`src/hw/bus_port_pkg.sv`:
```
// Shared constants for the reset sequencer and external bus port.
package bus_port_pkg;
  // Clock and base period; the input clock period equals the ref_clk period.
  localparam int CLK_PERIOD_NS = 4;
  localparam int INPUT_CLOCK_PERIOD_NS = 4;
  // Reset filter, stretch and fetch delay, counted in input clock periods.
  localparam int FILTER_LOW_CYCLES = 4;
  localparam int STRETCH_CYCLES = 18;
  localparam int FETCH_DELAY_CYCLES = 6;
  localparam int CNT_W = 5;
  localparam logic [15:0] START_ADDR = 16'h000c;
  // External bus strobe lengths and the extended timing addition.
  localparam int AS_LOW_CYCLES = 1;
  localparam int DS_READ_CYCLES = 3;
  localparam int DS_WRITE_CYCLES = 2;
  localparam int EXT_TIMING_EXTRA = 2;
  // Handshake data setup ahead of the strobe, in input clock periods.
  localparam int HS_SETUP_TPC = 1;
  localparam int HS_SETUP_CYCLES =
    (HS_SETUP_TPC * INPUT_CLOCK_PERIOD_NS + CLK_PERIOD_NS - 1) / CLK_PERIOD_NS;
  // Port 0 nibble modes after reset: bit 0 low nibble, bit 1 high nibble, 1 means address.
  localparam logic [1:0] P0_MODE_ROMLESS = 2'h3;
  localparam logic [1:0] P0_MODE_ROM = 2'h0;
  typedef enum logic [2:0] {
    B_IDLE = 3'h0,
    B_ADDR = 3'h1,
    B_GAP = 3'h3,
    B_STRB = 3'h2,
    B_END = 3'h6
  } bus_st_t;
  typedef enum logic [1:0] {
    H_IDLE = 2'h0,
    H_SETUP = 2'h1,
    H_WAIT = 2'h3,
    H_DONE = 2'h2
  } hs_st_t;
endpackage

```
`src/hw/rst_ctl_if.sv`:
```
// Signals between the reset sequencer and the bus port.
`timescale 1ns/10ps
interface rst_ctl_if;
  logic pin_in_n;
  logic por_req;
  logic wdt_req;
  logic smr_req;
  logic core_rst_n;
  logic dsp_rst_n;
  logic full_rst_n;
  logic fetch_go;
  logic pin_drive;
  modport seq (input pin_in_n, por_req, wdt_req, smr_req,
               output core_rst_n, dsp_rst_n, full_rst_n, fetch_go, pin_drive);
  modport user (output pin_in_n, por_req, wdt_req, smr_req,
                input core_rst_n, dsp_rst_n, full_rst_n, fetch_go, pin_drive);
endinterface

```
`src/hw/ext_bus_port.sv`:
```
// External memory bus port with Port 0 nibble modes, handshake and reset sequencing.
`timescale 1ns/10ps
// Contract
// RULE_01: Reset low pulses shorter than four input clocks cause no reset.
// RULE_02: Internal reset latches on fifth low clock, held 18 clocks or longer.
// RULE_03: Fetching starts at 000C, five to ten clocks after reset release.
// RULE_04: Stop-mode recovery leaves watchdog and mode registers unchanged; the bus port reloads Port 0 modes and extended timing on core reset.
// RULE_05: Power-on and watchdog reset drive the reset pin low.
// RULE_06: External reset drivers must be open-drain.
// RULE_07: External reset resets controller and signal processor together.
// RULE_08: Romless select high fetches externally, low uses internal memory.
// RULE_09: Read/write line high on reads, low on writes.
// RULE_10: Address strobe pulses low per cycle; address valid at its rise.
// RULE_11: Data strobe once per transfer; falling edge marks write data valid.
// RULE_12: Memory presents read data before data strobe rises.
// RULE_13: Release floats strobes, read/write and ports 0 and 1 together.
// RULE_14: Port 0 nibbles are configured as general I/O or address.
// RULE_15: Low nibble alone may carry address bits 11 to 8.
// RULE_16: Port 0 handshake uses port 3 bits 2 and 5, direction from upper nibble.
// RULE_17: Software keeps both Port 0 nibbles in the same handshake direction.
// RULE_18: Romless reset sets Port 0 to address 15:8 with extended timing.
// RULE_19: Internal-memory reset sets all Port 0 lines as inputs.
// RULE_20: Output handshake data stands one clock before data-valid falls.
// RULE_21: Output handshake raises data-valid after the peer drops ready.
// RULE_22: Input handshake drops ready on data-valid fall, raises on its rise.
// RULE_23: Port 1 multiplexes low address and data bytes.
module ext_bus_port #(
  parameter int POR_CYCLES = 64
) (
  // Clock and reset
  input wire logic ref_clk,
  input wire logic rst_n,
  // Reset pin, open drain, and reset sources
  input wire logic reset_pin_in_n,
  output logic reset_pin_out,
  output logic reset_pin_oe,
  input wire logic por_req,
  input wire logic wdt_req,
  input wire logic smr_req,
  // Reset outputs
  output logic core_reset_n,
  output logic dsp_reset_n,
  output logic full_reset_n,
  // Configuration and software control
  input wire logic romless_select,
  input wire logic bus_release,
  input wire logic p0_cfg_wr,
  input wire logic [1:0] p0_cfg_addr_mode,
  input wire logic p0_cfg_ext_timing,
  input wire logic p0_hs_enable,
  input wire logic [1:0] p0_io_dir,
  input wire logic [7:0] p0_io_out,
  output logic ext_timing,
  output logic fetch_internal,
  // Memory request
  input wire logic mem_req,
  input wire logic mem_write,
  input wire logic [15:0] mem_addr,
  input wire logic [7:0] mem_wdata,
  output logic mem_busy,
  output logic mem_done,
  output logic [7:0] mem_rdata,
  // External bus pins
  output logic address_strobe_n,
  output logic address_strobe_oe,
  output logic data_strobe_n,
  output logic data_strobe_oe,
  output logic read_write_n,
  output logic read_write_oe,
  input wire logic [7:0] port0_in,
  output logic [7:0] port0_out,
  output logic [7:0] port0_oe,
  input wire logic [7:0] port1_in,
  output logic [7:0] port1_out,
  output logic [7:0] port1_oe,
  // Port 0 handshake on port 3 bit 2 (in) and bit 5 (out)
  input wire logic hs_line_in,
  output logic hs_line_out,
  input wire logic tx_valid,
  input wire logic [7:0] tx_data,
  output logic tx_ready,
  output logic rx_valid,
  output logic [7:0] rx_data
);
  import bus_port_pkg::*;
  typedef struct packed {
    bus_st_t bus;
    hs_st_t hs;
    logic [3:0] cnt;
    logic [1:0] hs_cnt;
    logic [1:0] addr_mode;
    logic ext_tim;
    logic romless;
    logic release_bus;
    logic fetch_pend;
    logic fetch_int;
    logic wr;
    logic [15:0] addr;
    logic [7:0] wdata;
    logic [7:0] hs_data;
    logic busy;
    logic done;
    logic [7:0] rdata;
    logic as_n;
    logic ds_n;
    logic rw_n;
    logic [7:0] p0_out;
    logic [7:0] p0_oe;
    logic [7:0] p1_out;
    logic [7:0] p1_oe;
    logic hs_out;
    logic tx_rdy;
    logic rx_vld;
    logic [7:0] rx_dat;
  } port_st_t;
  localparam port_st_t PORT_RST = '{bus: B_IDLE, hs: H_IDLE, rw_n: 1'b1, as_n: 1'b1,
    ds_n: 1'b1, hs_out: 1'b1, default: '0};
  port_st_t s_q, s_d;
  rst_ctl_if rc ();
  logic hs_dir_out;
  logic [3:0] ds_len;

  assign rc.pin_in_n = reset_pin_in_n;
  assign rc.por_req = por_req;
  assign rc.wdt_req = wdt_req;
  assign rc.smr_req = smr_req;

  reset_seq #(.POR_CYCLES(POR_CYCLES)) u_seq (
    .ref_clk(ref_clk),
    .rst_n(rst_n),
    .rc(rc)
  );

  // Handshake direction is steered by the upper nibble only.
  assign hs_dir_out = p0_io_dir[1];
  assign ds_len = 4'(s_q.wr ? DS_WRITE_CYCLES : DS_READ_CYCLES) +
    (s_q.ext_tim ? 4'(EXT_TIMING_EXTRA) : 4'h0);

  always_comb begin
    s_d = s_q;
    s_d.done = 1'b0;
    s_d.fetch_int = 1'b0;
    s_d.tx_rdy = 1'b0;
    s_d.rx_vld = 1'b0;
    // RULE_14: software nibble configuration.
    if (p0_cfg_wr) begin
      s_d.addr_mode = p0_cfg_addr_mode;
      s_d.ext_tim = p0_cfg_ext_timing;
    end
    // RULE_08: external or internal start of fetch.
    if (rc.fetch_go) begin
      s_d.fetch_pend = s_q.romless;
      s_d.fetch_int = !s_q.romless;
    end
    unique case (s_q.bus)
      B_IDLE: begin
        // Release is only taken between transfers so a cycle never floats halfway.
        s_d.release_bus = bus_release;
        if (!bus_release && (s_q.fetch_pend || mem_req)) begin
          s_d.wr = !s_q.fetch_pend && mem_write;
          // RULE_03: first fetch address.
          s_d.addr = s_q.fetch_pend ? START_ADDR : mem_addr;
          s_d.wdata = mem_wdata;
          // A fetch start that lands on a memory take stays pending.
          s_d.fetch_pend = s_d.fetch_pend && !s_q.fetch_pend;
          s_d.busy = 1'b1;
          s_d.as_n = 1'b0;
          s_d.cnt = 4'(AS_LOW_CYCLES - 1);
          s_d.bus = B_ADDR;
        end
      end
      B_ADDR: begin
        if (s_q.cnt == 4'h0) begin
          // RULE_10: address held over the strobe rise.
          s_d.as_n = 1'b1;
          s_d.bus = B_GAP;
        end else begin
          s_d.cnt = s_q.cnt - 4'h1;
        end
      end
      B_GAP: begin
        // RULE_11: one data strobe per transfer.
        s_d.ds_n = 1'b0;
        s_d.cnt = ds_len - 4'h1;
        s_d.bus = B_STRB;
      end
      B_STRB: begin
        if (s_q.cnt == 4'h0) begin
          // RULE_12: read data sampled before the strobe rises.
          if (!s_q.wr) begin
            s_d.rdata = port1_in;
          end
          s_d.ds_n = 1'b1;
          s_d.bus = B_END;
        end else begin
          s_d.cnt = s_q.cnt - 4'h1;
        end
      end
      B_END: begin
        s_d.done = 1'b1;
        s_d.busy = 1'b0;
        s_d.bus = B_IDLE;
      end
      default: s_d.bus = B_IDLE;
    endcase
    // RULE_09: read/write level follows the transfer.
    s_d.rw_n = !(s_d.wr && s_d.bus != B_IDLE);
    // RULE_23: low address then data on Port 1.
    s_d.p1_out = (s_d.bus == B_STRB || s_d.bus == B_END) ? s_d.wdata : s_d.addr[7:0];
    s_d.p1_oe = {8{s_d.bus != B_IDLE && !(s_d.bus inside {B_STRB, B_END} && !s_d.wr)}};
    // RULE_16: handshake on port 3 bits 2 and 5.
    if (!p0_hs_enable || s_q.addr_mode[1]) begin
      s_d.hs = H_IDLE;
      s_d.hs_out = 1'b1;
    end else begin
      unique case (s_q.hs)
        H_IDLE: begin
          s_d.hs_out = 1'b1;
          if (hs_dir_out && tx_valid) begin
            s_d.hs_data = tx_data;
            s_d.hs_cnt = 2'(HS_SETUP_CYCLES - 1);
            s_d.hs = H_SETUP;
          end else if (!hs_dir_out && !hs_line_in) begin
            // RULE_22: ready drops after data-valid falls.
            s_d.rx_dat = port0_in;
            s_d.hs_out = 1'b0;
            s_d.hs = H_WAIT;
          end
        end
        H_SETUP: begin
          // RULE_20: data stands before data-valid falls.
          if (s_q.hs_cnt == 2'h0) begin
            s_d.hs_out = 1'b0;
            s_d.hs = H_WAIT;
          end else begin
            s_d.hs_cnt = s_q.hs_cnt - 2'h1;
          end
        end
        H_WAIT: begin
          if (hs_dir_out && !hs_line_in) begin
            // RULE_21: data-valid returns high.
            s_d.hs_out = 1'b1;
            s_d.tx_rdy = 1'b1;
            s_d.hs = H_DONE;
          end else if (!hs_dir_out && hs_line_in) begin
            // RULE_22: ready rises after data-valid rises.
            s_d.hs_out = 1'b1;
            s_d.rx_vld = 1'b1;
            s_d.hs = H_IDLE;
          end
        end
        H_DONE: begin
          if (hs_line_in) begin
            s_d.hs = H_IDLE;
          end
        end
        default: s_d.hs = H_IDLE;
      endcase
    end
    // RULE_15: each nibble is address or general I/O on its own.
    for (int n = 0; n < 2; n++) begin
      if (s_d.addr_mode[n]) begin
        s_d.p0_out[n*4 +: 4] = s_d.addr[8 + n*4 +: 4];
        s_d.p0_oe[n*4 +: 4] = 4'hf;
      end else begin
        s_d.p0_out[n*4 +: 4] = (s_d.hs != H_IDLE && hs_dir_out) ? s_d.hs_data[n*4 +: 4] : p0_io_out[n*4 +: 4];
        s_d.p0_oe[n*4 +: 4] = {4{p0_io_dir[n]}};
      end
    end
    // RULE_13: release floats every bus output.
    if (s_d.release_bus) begin
      s_d.p0_oe = 8'h0;
      s_d.p1_oe = 8'h0;
    end
    if (!rc.core_rst_n) begin
      s_d = PORT_RST;
      // RULE_18: romless reset selects address and extended timing.
      // RULE_19: internal-memory reset leaves Port 0 as inputs.
      s_d.romless = romless_select;
      s_d.addr_mode = romless_select ? P0_MODE_ROMLESS : P0_MODE_ROM;
      s_d.ext_tim = romless_select;
    end
  end

  always_ff @(posedge ref_clk) begin
    if (!rst_n) begin
      s_q <= PORT_RST;
    end else begin
      s_q <= s_d;
    end
  end

  assign reset_pin_out = 1'b0;
  assign reset_pin_oe = rc.pin_drive;
  assign core_reset_n = rc.core_rst_n;
  assign dsp_reset_n = rc.dsp_rst_n;
  assign full_reset_n = rc.full_rst_n;
  assign ext_timing = s_q.ext_tim;
  assign fetch_internal = s_q.fetch_int;
  assign mem_busy = s_q.busy;
  assign mem_done = s_q.done;
  assign mem_rdata = s_q.rdata;
  assign address_strobe_n = s_q.as_n;
  assign data_strobe_n = s_q.ds_n;
  assign read_write_n = s_q.rw_n;
  assign address_strobe_oe = !s_q.release_bus;
  assign data_strobe_oe = !s_q.release_bus;
  assign read_write_oe = !s_q.release_bus;
  assign port0_out = s_q.p0_out;
  assign port0_oe = s_q.p0_oe;
  assign port1_out = s_q.p1_out;
  assign port1_oe = s_q.p1_oe;
  assign hs_line_out = s_q.hs_out;
  assign tx_ready = s_q.tx_rdy;
  assign rx_valid = s_q.rx_vld;
  assign rx_data = s_q.rx_dat;
endmodule

```
`src/hw/reset_seq.sv`:
```
// Reset filter, stretcher, power-on pin drive and fetch start timing.
`timescale 1ns/10ps
module reset_seq #(
  parameter int POR_CYCLES = 64
) (
  // Clock and reset
  input wire logic ref_clk,
  input wire logic rst_n,
  // Reset control carrier
  rst_ctl_if.seq rc
);
  import bus_port_pkg::*;
  localparam int POR_W = $clog2(POR_CYCLES + 1);
  typedef struct packed {
    logic [2:0] low;
    logic latched;
    logic ext;
    logic [CNT_W-1:0] hold;
    logic [POR_W-1:0] por_cnt;
    logic [3:0] fetch_cnt;
    logic fetch_go;
    logic pin_drive;
    logic core_rst_n;
    logic dsp_rst_n;
    logic full_rst_n;
  } seq_st_t;
  localparam seq_st_t SEQ_RST = '{low: 3'h0, latched: 1'b1, ext: 1'b1, hold: '0,
    por_cnt: POR_W'(POR_CYCLES - 1), fetch_cnt: 4'h0, fetch_go: 1'b0, pin_drive: 1'b1,
    core_rst_n: 1'b0, dsp_rst_n: 1'b0, full_rst_n: 1'b0};
  seq_st_t s_q, s_d;

  always_comb begin
    s_d = s_q;
    s_d.fetch_go = 1'b0;
    if (s_q.fetch_cnt != 4'h0) begin
      s_d.fetch_cnt = s_q.fetch_cnt - 4'h1;
      // RULE_03: fetch start delay.
      s_d.fetch_go = (s_q.fetch_cnt == 4'h1);
    end
    // RULE_01: count consecutive low samples.
    if (s_q.pin_drive || rc.pin_in_n) begin
      s_d.low = 3'h0;
    end else if (s_q.low != 3'(FILTER_LOW_CYCLES)) begin
      s_d.low = s_q.low + 3'h1;
    end
    if (rc.por_req || rc.wdt_req) begin
      // RULE_05: drive pin low.
      s_d.pin_drive = 1'b1;
      s_d.por_cnt = POR_W'(POR_CYCLES - 1);
      s_d.latched = 1'b1;
      s_d.ext = 1'b1;
    end else if (s_q.pin_drive) begin
      if (s_q.por_cnt == '0) begin
        s_d.pin_drive = 1'b0;
      end else begin
        s_d.por_cnt = s_q.por_cnt - POR_W'(1);
      end
    end else if (!s_q.latched && !rc.pin_in_n && s_q.low == 3'(FILTER_LOW_CYCLES)) begin
      // RULE_02: latch on the fifth low clock.
      s_d.latched = 1'b1;
      s_d.ext = 1'b1;
    end else if (!s_q.latched && rc.smr_req) begin
      s_d.latched = 1'b1;
      s_d.ext = 1'b0;
    end else if (s_q.latched) begin
      // RULE_02: hold for the longer of both.
      if (s_q.hold != CNT_W'(STRETCH_CYCLES)) begin
        s_d.hold = s_q.hold + CNT_W'(1);
      end else if (rc.pin_in_n) begin
        s_d.latched = 1'b0;
        s_d.fetch_cnt = 4'(FETCH_DELAY_CYCLES);
      end
    end
    if (s_d.latched && !s_q.latched || rc.por_req || rc.wdt_req) begin
      s_d.hold = '0;
      s_d.fetch_cnt = 4'h0;
    end
    // RULE_07: core and signal processor reset together.
    s_d.core_rst_n = !s_d.latched;
    s_d.dsp_rst_n = !s_d.latched;
    // RULE_04: stop-mode recovery spares the full reset.
    s_d.full_rst_n = !(s_d.latched && s_d.ext);
  end

  always_ff @(posedge ref_clk) begin
    if (!rst_n) begin
      s_q <= SEQ_RST;
    end else begin
      s_q <= s_d;
    end
  end

  assign rc.core_rst_n = s_q.core_rst_n;
  assign rc.dsp_rst_n = s_q.dsp_rst_n;
  assign rc.full_rst_n = s_q.full_rst_n;
  assign rc.fetch_go = s_q.fetch_go;
  assign rc.pin_drive = s_q.pin_drive;

  // Helper length counter of the internal reset, read only by the checks below.
  logic [7:0] rst_len_q;
  always_ff @(posedge ref_clk) begin
    if (!rst_n || s_q.core_rst_n) begin
      rst_len_q <= 8'h0;
    end else if (rst_len_q != 8'hff) begin
      rst_len_q <= rst_len_q + 8'h1;
    end
  end
endmodule

```
`config.mk`:
```
export PLATFORM = sky130hd
export DESIGN_NAME = ext_bus_port
export DESIGN_NICKNAME = d
export VERILOG_FILES = /design/src/hw/bus_port_pkg.sv /design/src/hw/rst_ctl_if.sv /design/src/hw/ext_bus_port.sv /design/src/hw/reset_seq.sv
export SDC_FILE = /design/constraint.sdc
export NUM_CORES = 1
export LEC_CHECK = 0
export BUFFER_PORTS_ARGS = -buffer_cell sky130_fd_sc_hd__buf_4
export CAP_MARGIN = 15
export CORE_ASPECT_RATIO = 0.75
export CORE_MARGIN = 5
export CORE_UTILIZATION = 49
export DETAILED_ROUTE_END_ITERATION = 12
export PLACE_DENSITY = 0.75
export SLEW_MARGIN = 20
export SYNTH_ARGS = -nofsm -noshare
export SYNTH_HDL_FRONTEND = slang
export SYNTH_SLANG_ARGS = --single-unit
```
`constraint.sdc`:
```
create_clock -name ref_clk -period 2 [get_ports ref_clk]
set_input_delay 0.3 -clock ref_clk [delete_from_list [all_inputs] [get_ports ref_clk]]
set_output_delay 0.3 -clock ref_clk [all_outputs]
set_load 0.01 [all_outputs]
```
* After elaboration in Yosys (flattened, before gate mapping)
Index checks and enable logic that the tools add are counted.
** Operators by class
- Add/subtract/negate cells :: 8
- Equal/unequal tests :: 22
- Muxes and demuxes :: 88
- Bitwise logic cells :: 11
- Reduce and logical (&&, ||, !) cells :: 73
** Operator list (count)
- $mux W8 :: 12
- $mux W96 :: 1
- $mux W4 :: 15
- $mux W25 :: 2
- $mux W2 :: 16
- $mux W5 :: 5
- $mux W1 :: 22
- $logic_and A1 B1 Y1 :: 16
- $mux W16 :: 1
- $ne A2 B2 Y1 const B :: 8
- $reduce_and A3 Y1 :: 5
- $logic_not A1 Y1 :: 14
- $mux W3 :: 4
- $pmux W3 S4 :: 1
- $pmux W4 S3 :: 1
- $reduce_bool A2 Y1 :: 6
- $not A1 Y1 :: 11
- $mux W10 :: 1
- $reduce_and A2 Y1 :: 5
- $eq A3 B2 Y1 const B :: 3
- $eq A3 B3 Y1 const B :: 3
- $reduce_bool A3 Y1 :: 3
- $pmux W2 S4 :: 1
- $reduce_and A4 Y1 :: 2
- other kinds (28) :: 44
** Word-level totals
- Register bits after elaboration :: 125
- Bits of input ports :: 75
- Output and inout port bits :: 66
- Logic and storage cells :: 240

* Longest topological paths before layout
Gate-level depths: netlist of run 1.
- Depth after elaboration :: 11
- Gate-level depth with buffers :: 8
- Mapped depth without buffers :: 7

* Cells and area by module
A second synthesis of run 1 with hierarchy kept.
** Unflattened totals
- Cells, all modules :: 602
- Area, all modules :: 5420.2 sq um
** By module, submodules not included
- ext_bus_port :: times used 1, cells each 469, area an instance 4186.5 sq um
- reset_seq :: times used 1, cells each 133, area an instance 1233.7 sq um

* Worst setup path before layout of run 1
Ideal clock, no wire load.
- Kind :: input port to flip-flop
- From :: in p0_io_dir[1]
- To :: reg s_q, in the netlist port0_out[6]
- Library setup time :: 0.086 ns
- Arrival :: 1.657 ns
- Data required time :: 1.914 ns
- Path slack :: 0.257 ns
- Stages on the path :: 7
- Path buffers :: 0
- Cell sequence :: inv_1 ha_1 or3b_1 a2bb2oi_2 o211ai_4 mux2i_1 a211oi_1
** On the way
- Cells in the longest elaborated chain, start to end :: 10
- Elaborated cells on any way between the ends :: 18
- Classes of those cells :: mux (11); reduce/logical (7)
** RTL lines
- from (decl) :: RTL line ext_bus_port.sv:51 : input wire logic [1:0] p0_io_dir,
- $logic_not A1 Y1 :: RTL line ext_bus_port.sv:223, ext_bus_port.sv:245
- $logic_and A1 B1 Y1 (on tied branches) :: RTL line ext_bus_port.sv:245, ext_bus_port.sv:223
- $mux W2 (on tied branches) :: RTL line ext_bus_port.sv:245, ext_bus_port.sv:223
- $mux W2 (on tied branches) :: RTL line ext_bus_port.sv:240, ext_bus_port.sv:219
- $pmux W2 S4 :: RTL line ext_bus_port.sv:216 : unique case (s_q.hs)
- $mux W2 :: RTL line ext_bus_port.sv:212 : if (!p0_hs_enable || s_q.addr_mode[1]) begin
- $reduce_bool A2 Y1 :: RTL line ext_bus_port.sv:266 : s_d.p0_out[n*4 +: 4] = (s_d.hs != H_IDLE && hs_dir_out) ? s_d.hs_data[n*4 +: 4] : p0_io_out[n*4 +: 4];
- $logic_and A1 B1 Y1 :: RTL line ext_bus_port.sv:266
- $mux W4 * :: RTL line ext_bus_port.sv:266
- $mux W4 * :: RTL line ext_bus_port.sv:262 : if (s_d.addr_mode[n]) begin
- to (signal assigned) :: RTL line ext_bus_port.sv:287 : s_q <= PORT_RST;
- to (signal assigned) :: RTL line ext_bus_port.sv:289 : s_q <= s_d;
- to (decl) :: RTL line ext_bus_port.sv:118 : port_st_t s_q, s_d;
Mark *: on every way between the ends. The rest lies on a longest branch, timed or not.
A chain may end at the register's enable or synchronous reset.

* Worst setup path in the final report of run 1
- From :: reg s_q[96] in the netlist's numbering
- To :: reg s_q, in the netlist port0_out[7]
** On the way
- Cells in the longest elaborated chain, start to end :: 8
** RTL lines
- $logic_not A2 Y1 :: RTL line ext_bus_port.sv:232 : if (s_q.hs_cnt == 2'h0) begin
- $mux W2 :: RTL line ext_bus_port.sv:232
- $pmux W2 S4 :: RTL line ext_bus_port.sv:216
- $mux W2 :: RTL line ext_bus_port.sv:212
- $reduce_bool A2 Y1 :: RTL line ext_bus_port.sv:266
- $logic_and A1 B1 Y1 :: RTL line ext_bus_port.sv:266
- $mux W4 :: RTL line ext_bus_port.sv:266
- $mux W4 :: RTL line ext_bus_port.sv:262
Every way passes these cells.

==> results of run 1 <==
worst paths after layout:
path | from | to | slack [ns] | cells past startpoint
setup / recovery | s_q[96] | port0_out[7] | 0.08 | 8
hold / removal | port1_in[4] | mem_rdata[4] | 0.12 | 3
setup reg to reg | s_q[96] | port0_out[7] | 0.08 | 8
hold reg to reg | s_q[78] | s_q[78] | 0.45 | 2
area by class of cell:
cell class	count	area share, %
clock inverter	10	1.841
timing repair buffer	165	18.05
multi-input combinational	390	35.54
sequential	119	34.36
clock buffer	22	6.551
tap	140	2.527
inverter	21	1.137
critical path, cell delays in order (launching register included):
cell and delay, ns:
dfxtp_1 0.38, inv_1 0.06, ha_1 0.26, o21ai_0 0.18, o2bb2ai_1 0.17, o211ai_4 0.24, buf_4 0.20, mux2i_1 0.21
a211oi_1 0.09
cell families after synthesis:
logic type,after synthesis,share of synthesized area [%]
simple gates,211,19.19
flops,119,43.97
compound gates,109,12.63
buf+inv,99,10.69
mux,40,7.644
fa+ha+maj,16,3.695
xor+xnor,13,2.102
other cells,1,0.06922
cells in the final DEF, fill, tap and decap left out, drive strengths merged, types with 3 or more instances in the layout:
master,Yosys,layout
mux2,11,11
nor3b,15,15
xor2,3,3
inv,21,21
and2,5,5
bufinv,0,3
nor4,3,3
nor3,16,16
or3,10,10
a211oi,22,22
a21o,4,4
ha,16,16
dfxtp,119,119
o21ai,14,14
nand2b,6,6
nor2,62,62
nand2,60,60
clkinv,0,6
mux2i,29,29
buf,58,165
a31oi,7,7
nand3,14,14
nor2b,4,4
nand3b,6,6
clkbuf,20,22
xnor2,10,10
a21oi,50,50
layer usage:
layer,vias to the layer above,track usage [%],share of wire [%]
met3,16,5.589,5.9
met4,0,8.538,1.4
met5,-,0,0
met2,149,32.25,48
met1,2111,23.47,45
li1,2246,-,-
power by group through the flow:
stage               logic (mW)  registers, mW  clock network, mW
global route             0.346           2.38               3.15
CTS                      0.315           2.38               3.04
finish                   0.318           2.38               2.99
detailed placement       0.310           2.43                  0
global placement         0.305           2.43                  0
floorplan                0.135           2.43                  0
sequential cells by signal, indices dropped and copies added, names as in the netlist:
signal and flops:
address_strobe_n 1, data_strobe_n 1, ext_timing 1, fetch_internal 1
hs_line_out 1, mem_busy 1, mem_done 1, mem_rdata 8
port0_oe 2, port0_out 8, port1_oe 1, port1_out 8
read_write_n 1, rx_data 8, rx_valid 1, s_q 49
tx_ready 1, u_seq.rc.core_rst_n 1, u_seq.rc.fetch_go 1, u_seq.rc.full_rst_n 1
u_seq.rc.pin_drive 1, u_seq.s_q 21
through the flow:
stage	area, µm²	std cells
2_1_floorplan	5418	608
3_3_place_gp	6324	832
3_5_place_dp	6324	832
4_1_cts	6905	864
5_1_grt	6933	867
6_report	6933	867
timing repair:
item | CTS | global route
setup buffers | 0 | 3
gates resized for setup | 0 | 1
hold endpoints to repair | 0 | 0
endpoints found under the setup margin | 0 | 11
==> results.md, run 1 <==
- Synth Flop Type: dfxtp_1
- Core area: 10,860 µm²
- N_diodes: 0
- Mean Syn Cell Area: 8.911 µm²
- Starting Density: 49.89%
- WL final: 13.06 mm
- Period utilization: 95.95%
- Die Area: 13,280 µm²
- Global-route wire length before repair: 20.94 mm
- Count of final setup violators: 0
- Total negative setup slack: 0 ns
- Final Util: 63.84%
- Root Buffer: clkbuf_16
- Estimated wirelength of the detail-placed design: 9.542 mm
- Relative slew slack: 64.39%
- Synth area leaders: dfxtp_1 44%, buf_4 7.2%, mux2i_1 5.4%
- Minimum clock period: 1.919 ns
- P&R area growth vs syn: 27.97%
- Clock buffer depth: 2
- Max FO, Critical Path: 6
- Worst setup EP type: flip-flop
- Worst-skew pair later-pin latency: 0.41 ns
- Multi-input gate area: 2464 µm²
- Worst setup path class: reg -> reg
- Synth cell types: 54
- Worst-path clk slew: 0.05 ns
- Worst path arrival time: 2.20 ns
- DR WL/cell: 15.06 µm
- PnR Total Power: 5.695 mW
- Seq pwr share: 41.8%
- Post-synth top area cell: dfxtp_1
- Max cap viols: 0
- PwrDens: 821.4 nW/µm²
- Yosys warning count: 0
- CTS buffer count: 17
- Fmax: 0.5211 GHz
- Peak VDD IR: 0.0005266 V
- Syn_nets: 699
- Share of post-route cells with drive strength above 1: 29.57%
- Vias in the first global route: 4,420
- Rows: 33
- Pre-CTS setup slack: -0.03724 ns
- WP data required: 2.28 ns
- Drt first-iter violations: 283
- Port Buffers: 139
- DR vias/cell: 5.216
- Post-synthesis sequential area ratio: 43.97%
- Status: finished clean
- Sequential cell area: 2382 µm²
- Ys async rst share: 0%
- Syn Std Cell Area: 5418 µm²
- Final WS setup: 0.08101 ns
- Die W: 131.4 µm
- 1st-pass router iterations: 5
- CTS tree: yes
- Switching portion of total power: 20.55%
- H-Tree Depth: 4
- WHS: 0.1201 ns
- Nets@finish: 805
- Post-Syn Instances: 608
- Top Ports: 141
- Count leader, synth: dfxtp_1
- NetSw: 1.170 mW
- Hold Crit Class: in -> reg
- P_leak: 2.920 nW
- GR Overflow Total: 0
- Vias: 4,522
- Number of fill cells: 909
- Overall routing resource usage: 19.34%
- Die height: 101.1 µm
- Final hold vios: 0
- Post-synth EDFFs: 0
- DRC viols: 0
- Most frequent cells after synthesis: 119 x dfxtp_1, 61 x nor2_1, 60 x nand2_1
- ANT nets after route: 0
- Hold Buf Count CTS: 0
- Largest net degree at the start of global routing: 40
- Pint: 4.525 mW
- Clock Sinks: 119
- Yosys reg bits: 119
- CP Launch Type: flip-flop
- Initial antenna violation count: 0
- Clock share of power: 52.6%
- Area fraction of the dominant cell type after synthesis: 43.97%
- Combinational Power Share: 5.6%
- Pins over their slew limit: 0
- Least-Margin Pin Slew: 0.5342 ns
- RePlAce Congestion: 0.8197
- Clk_skew: 0.006472 ns
Note: power is estimated with default switching activity, not from simulation.
==> run 2: changes to the inputs <==
Settings changed: CAP_MARGIN 15 to 20, CORE_UTILIZATION 49 to 45, CTS_CLUSTER_DIAMETER from default to 40, PLACE_DENSITY 0.75 to 0.7.
==> results.md, run 2 (same netlist as run 1, synthesis figures left out) <==
- Combinational Power Share: 5.6% (about the same)
- Share of post-route cells with drive strength above 1: 30.08% (+0.51 points)
- Rows: 34 (+3.0%)
- Global-route wire length before repair: 21.07 mm (+0.59%)
- NetSw: 1.169 mW (-0.12%)
- Final hold vios: 0 (unchanged)
- Core area: 11,700 µm² (+7.7%)
- Pint: 4.578 mW (+1.2%)
- Biggest register: s_q
- Met1 WL: 5.968 mm (+2.7%)
- Reg2Reg Depth: 8 (unchanged)
- Least-Margin Pin Slew: 0.5168 ns (-0.01743 ns)
- Pins over their slew limit: 0 (unchanged)
- CTS buffer count: 17 (unchanged)
- Worst setup path class: reg -> reg
- Die Area: 14,360 µm² (+8.1%)
- Routed met2 length: 6.269 mm (-0.35%)
- Number of fill cells: 1,021 (+12%)
- Fmax: 0.5369 GHz (+3.0%)
- Root Buffer: clkbuf_16
- Die height: 105.0 µm (+3.9%)
- Design Area, Final: 7005 µm² (+1.0%)
- Clk_skew: 0.007761 ns (+0.001289 ns)
- Worst-skew pair later-pin latency: 0.40 ns (about the same)
- P&R area growth vs syn: 29.31%
- Top Ports: 141 (unchanged)
- Port Buffers: 139 (unchanged)
- DR vias/cell: 5.118 (-1.9%)
- Relative slew slack: 64.56% (+0.18 points)
- RePlAce Congestion: 0.8743 (+6.7%)
- Largest net degree at the start of global routing: 64 (+60%)
- ANT nets after route: 0 (unchanged)
- Max FO, Critical Path: 6 (unchanged)
- Most frequent cells in the layout: 164 x buf_4, 119 x dfxtp_1, 61 x nor2_1
- PwrDens: 820.3 nW/µm² (-0.13%)
- Status: finished clean
- WHS: 0.1313 ns (+0.01123 ns)
- Worst setup EP type: flip-flop
- Met3 WL post-DR: 882 µm (+14%)
- CTS tree: yes
- Total negative setup slack: 0 ns (unchanged)
- Initial antenna violation count: 0 (unchanged)
- Clock Sinks: 119 (unchanged)
- GR Overflow Total: 0 (unchanged)
- 1st-pass router iterations: 4 (-1)
- Die W: 136.7 µm (+4.0%)
- Highest layer used for signal routing: met4
- Count of final setup violators: 0 (unchanged)
- P_leak: 2.939 nW (+0.65%)
- Hold Crit Class: in -> reg
- Period utilization: 93.13% (-2.8 points)
- Worst-path clk slew: 0.05 ns (about the same)
- Estimated wirelength of the detail-placed design: 9.870 mm (+3.4%)
- Drt first-iter violations: 211 (-25%)
- Switching portion of total power: 20.34% (-0.21 points)
- Post-DP Area: 6364 µm² (+0.63%)
- Nets@finish: 806 (+0.12%)
- N_diodes: 0 (unchanged)
- WP data required: 2.28 ns (about the same)
- Max cap viols: 0 (unchanged)
- Starting Density: 46.31% (-3.6 points)
- Regs by FF count: s_q (49), u_seq.s_q (21)
- Peak VDD IR: 0.0005272 V (+0.12%)
- Pre-CTS setup slack: -0.05717 ns (-0.01993 ns)
- WL final: 13.27 mm (+1.6%)
- Final WS setup: 0.1375 ns (+0.05647 ns)
- CP Launch Type: flip-flop
- Hold depth: 3 (unchanged)
- DRC viols: 0 (unchanged)
- Max reg flops: 49 (unchanged)
- Seq pwr share: 41.5% (-0.3 points)
- Clock share of power: 53.0% (+0.4 points)
- Multi-input gate area: 2465 µm² (about the same)
- Most common cell after layout, fill and taps aside: buf_4
- Vias: 4,555 (+0.73%)
- Overall routing resource usage: 18.18% (-1.2 points)
- DR WL/cell: 14.91 µm (-0.98%)
- Non-filler cells, final: 890 (+2.7%)
- Vias in the first global route: 4,442 (+0.50%)
- Clock buffer depth: 2 (unchanged)
- Worst path arrival time: 2.14 ns (-0.06 ns)
- RSZ-0062 raised after global routing: false
- Sequential cell area: 2382 µm² (unchanged)
- Minimum clock period: 1.863 ns (-0.05647 ns)
- Hold Buf Count CTS: 0 (unchanged)
- Placed cells: 854 (+2.6%)
- H-Tree Depth: 4 (unchanged)
run 2: cell count changes in the layout (fill, tap and decap cells not counted), sizes merged:
cell,before,now
bufinv,3,2
clkinvlp,1,2
clkbuf,22,25
clkinv,6,3
buf,165,166
run 2: metal layers:
layer | vias to the layer above | global-route usage [%]
met1 | 2149 | 23.23
met4 | 0 | 5.827
met3 | 17 | 5.379
li1 | 2251 | -
met2 | 138 | 29.43
met5 | - | 0
run 2: power groups by stage:
stage               Sequential [mW]  Combinational [mW]  Clock, mW
CTS                            2.38               0.316       3.11
global placement               2.43               0.307          0
detailed placement             2.43               0.313          0
floorplan                      2.43               0.135          0
global route                   2.38               0.348       3.21
finish                         2.38               0.321       3.04
run 2: path summary, 6_finish.rpt:
check              start            to  slack (ns)
max              s_q[96]  port0_out[2]        0.14
min          port1_in[0]  mem_rdata[0]        0.13
max reg2reg      s_q[96]  port0_out[2]        0.14
min reg2reg      s_q[63]       s_q[63]        0.45
run 2: layout make-up:
| type | count | share of cell area (%) |
|---|---|---|
| inverters | 21 | 1.125 |
| clock inverters | 7 | 1.286 |
| repair buffers | 166 | 18.15 |
| well taps | 162 | 2.893 |
| multi-input cells | 390 | 35.18 |
| clock buffers | 25 | 7.358 |
| flip-flops and latches | 119 | 34.01 |
run 2: through the flow:
stage               utilization, %  power [mW]
floorplan                        -       2.566
global placement             54.40       2.739
detailed placement           54.40       2.745
CTS                          59.57       5.808
global route                 59.88       5.937
finish                       59.88       5.747
run 2: repair_timing:
item	4_1_cts	5_1_grt
resized for setup	0	3
setup buffers	0	4
hold endpoints to repair	0	0
endpoints found under the setup margin	0	17
run 2: critical path: stages, from the launching register on:
cell and delay [ns]:
dfxtp_1 0.37, inv_1 0.06, ha_1 0.27, o21ai_1 0.15, o2bb2ai_1 0.14, o211ai_4 0.29
buf_4 0.16, mux2i_1 0.20, a211oi_1 0.10
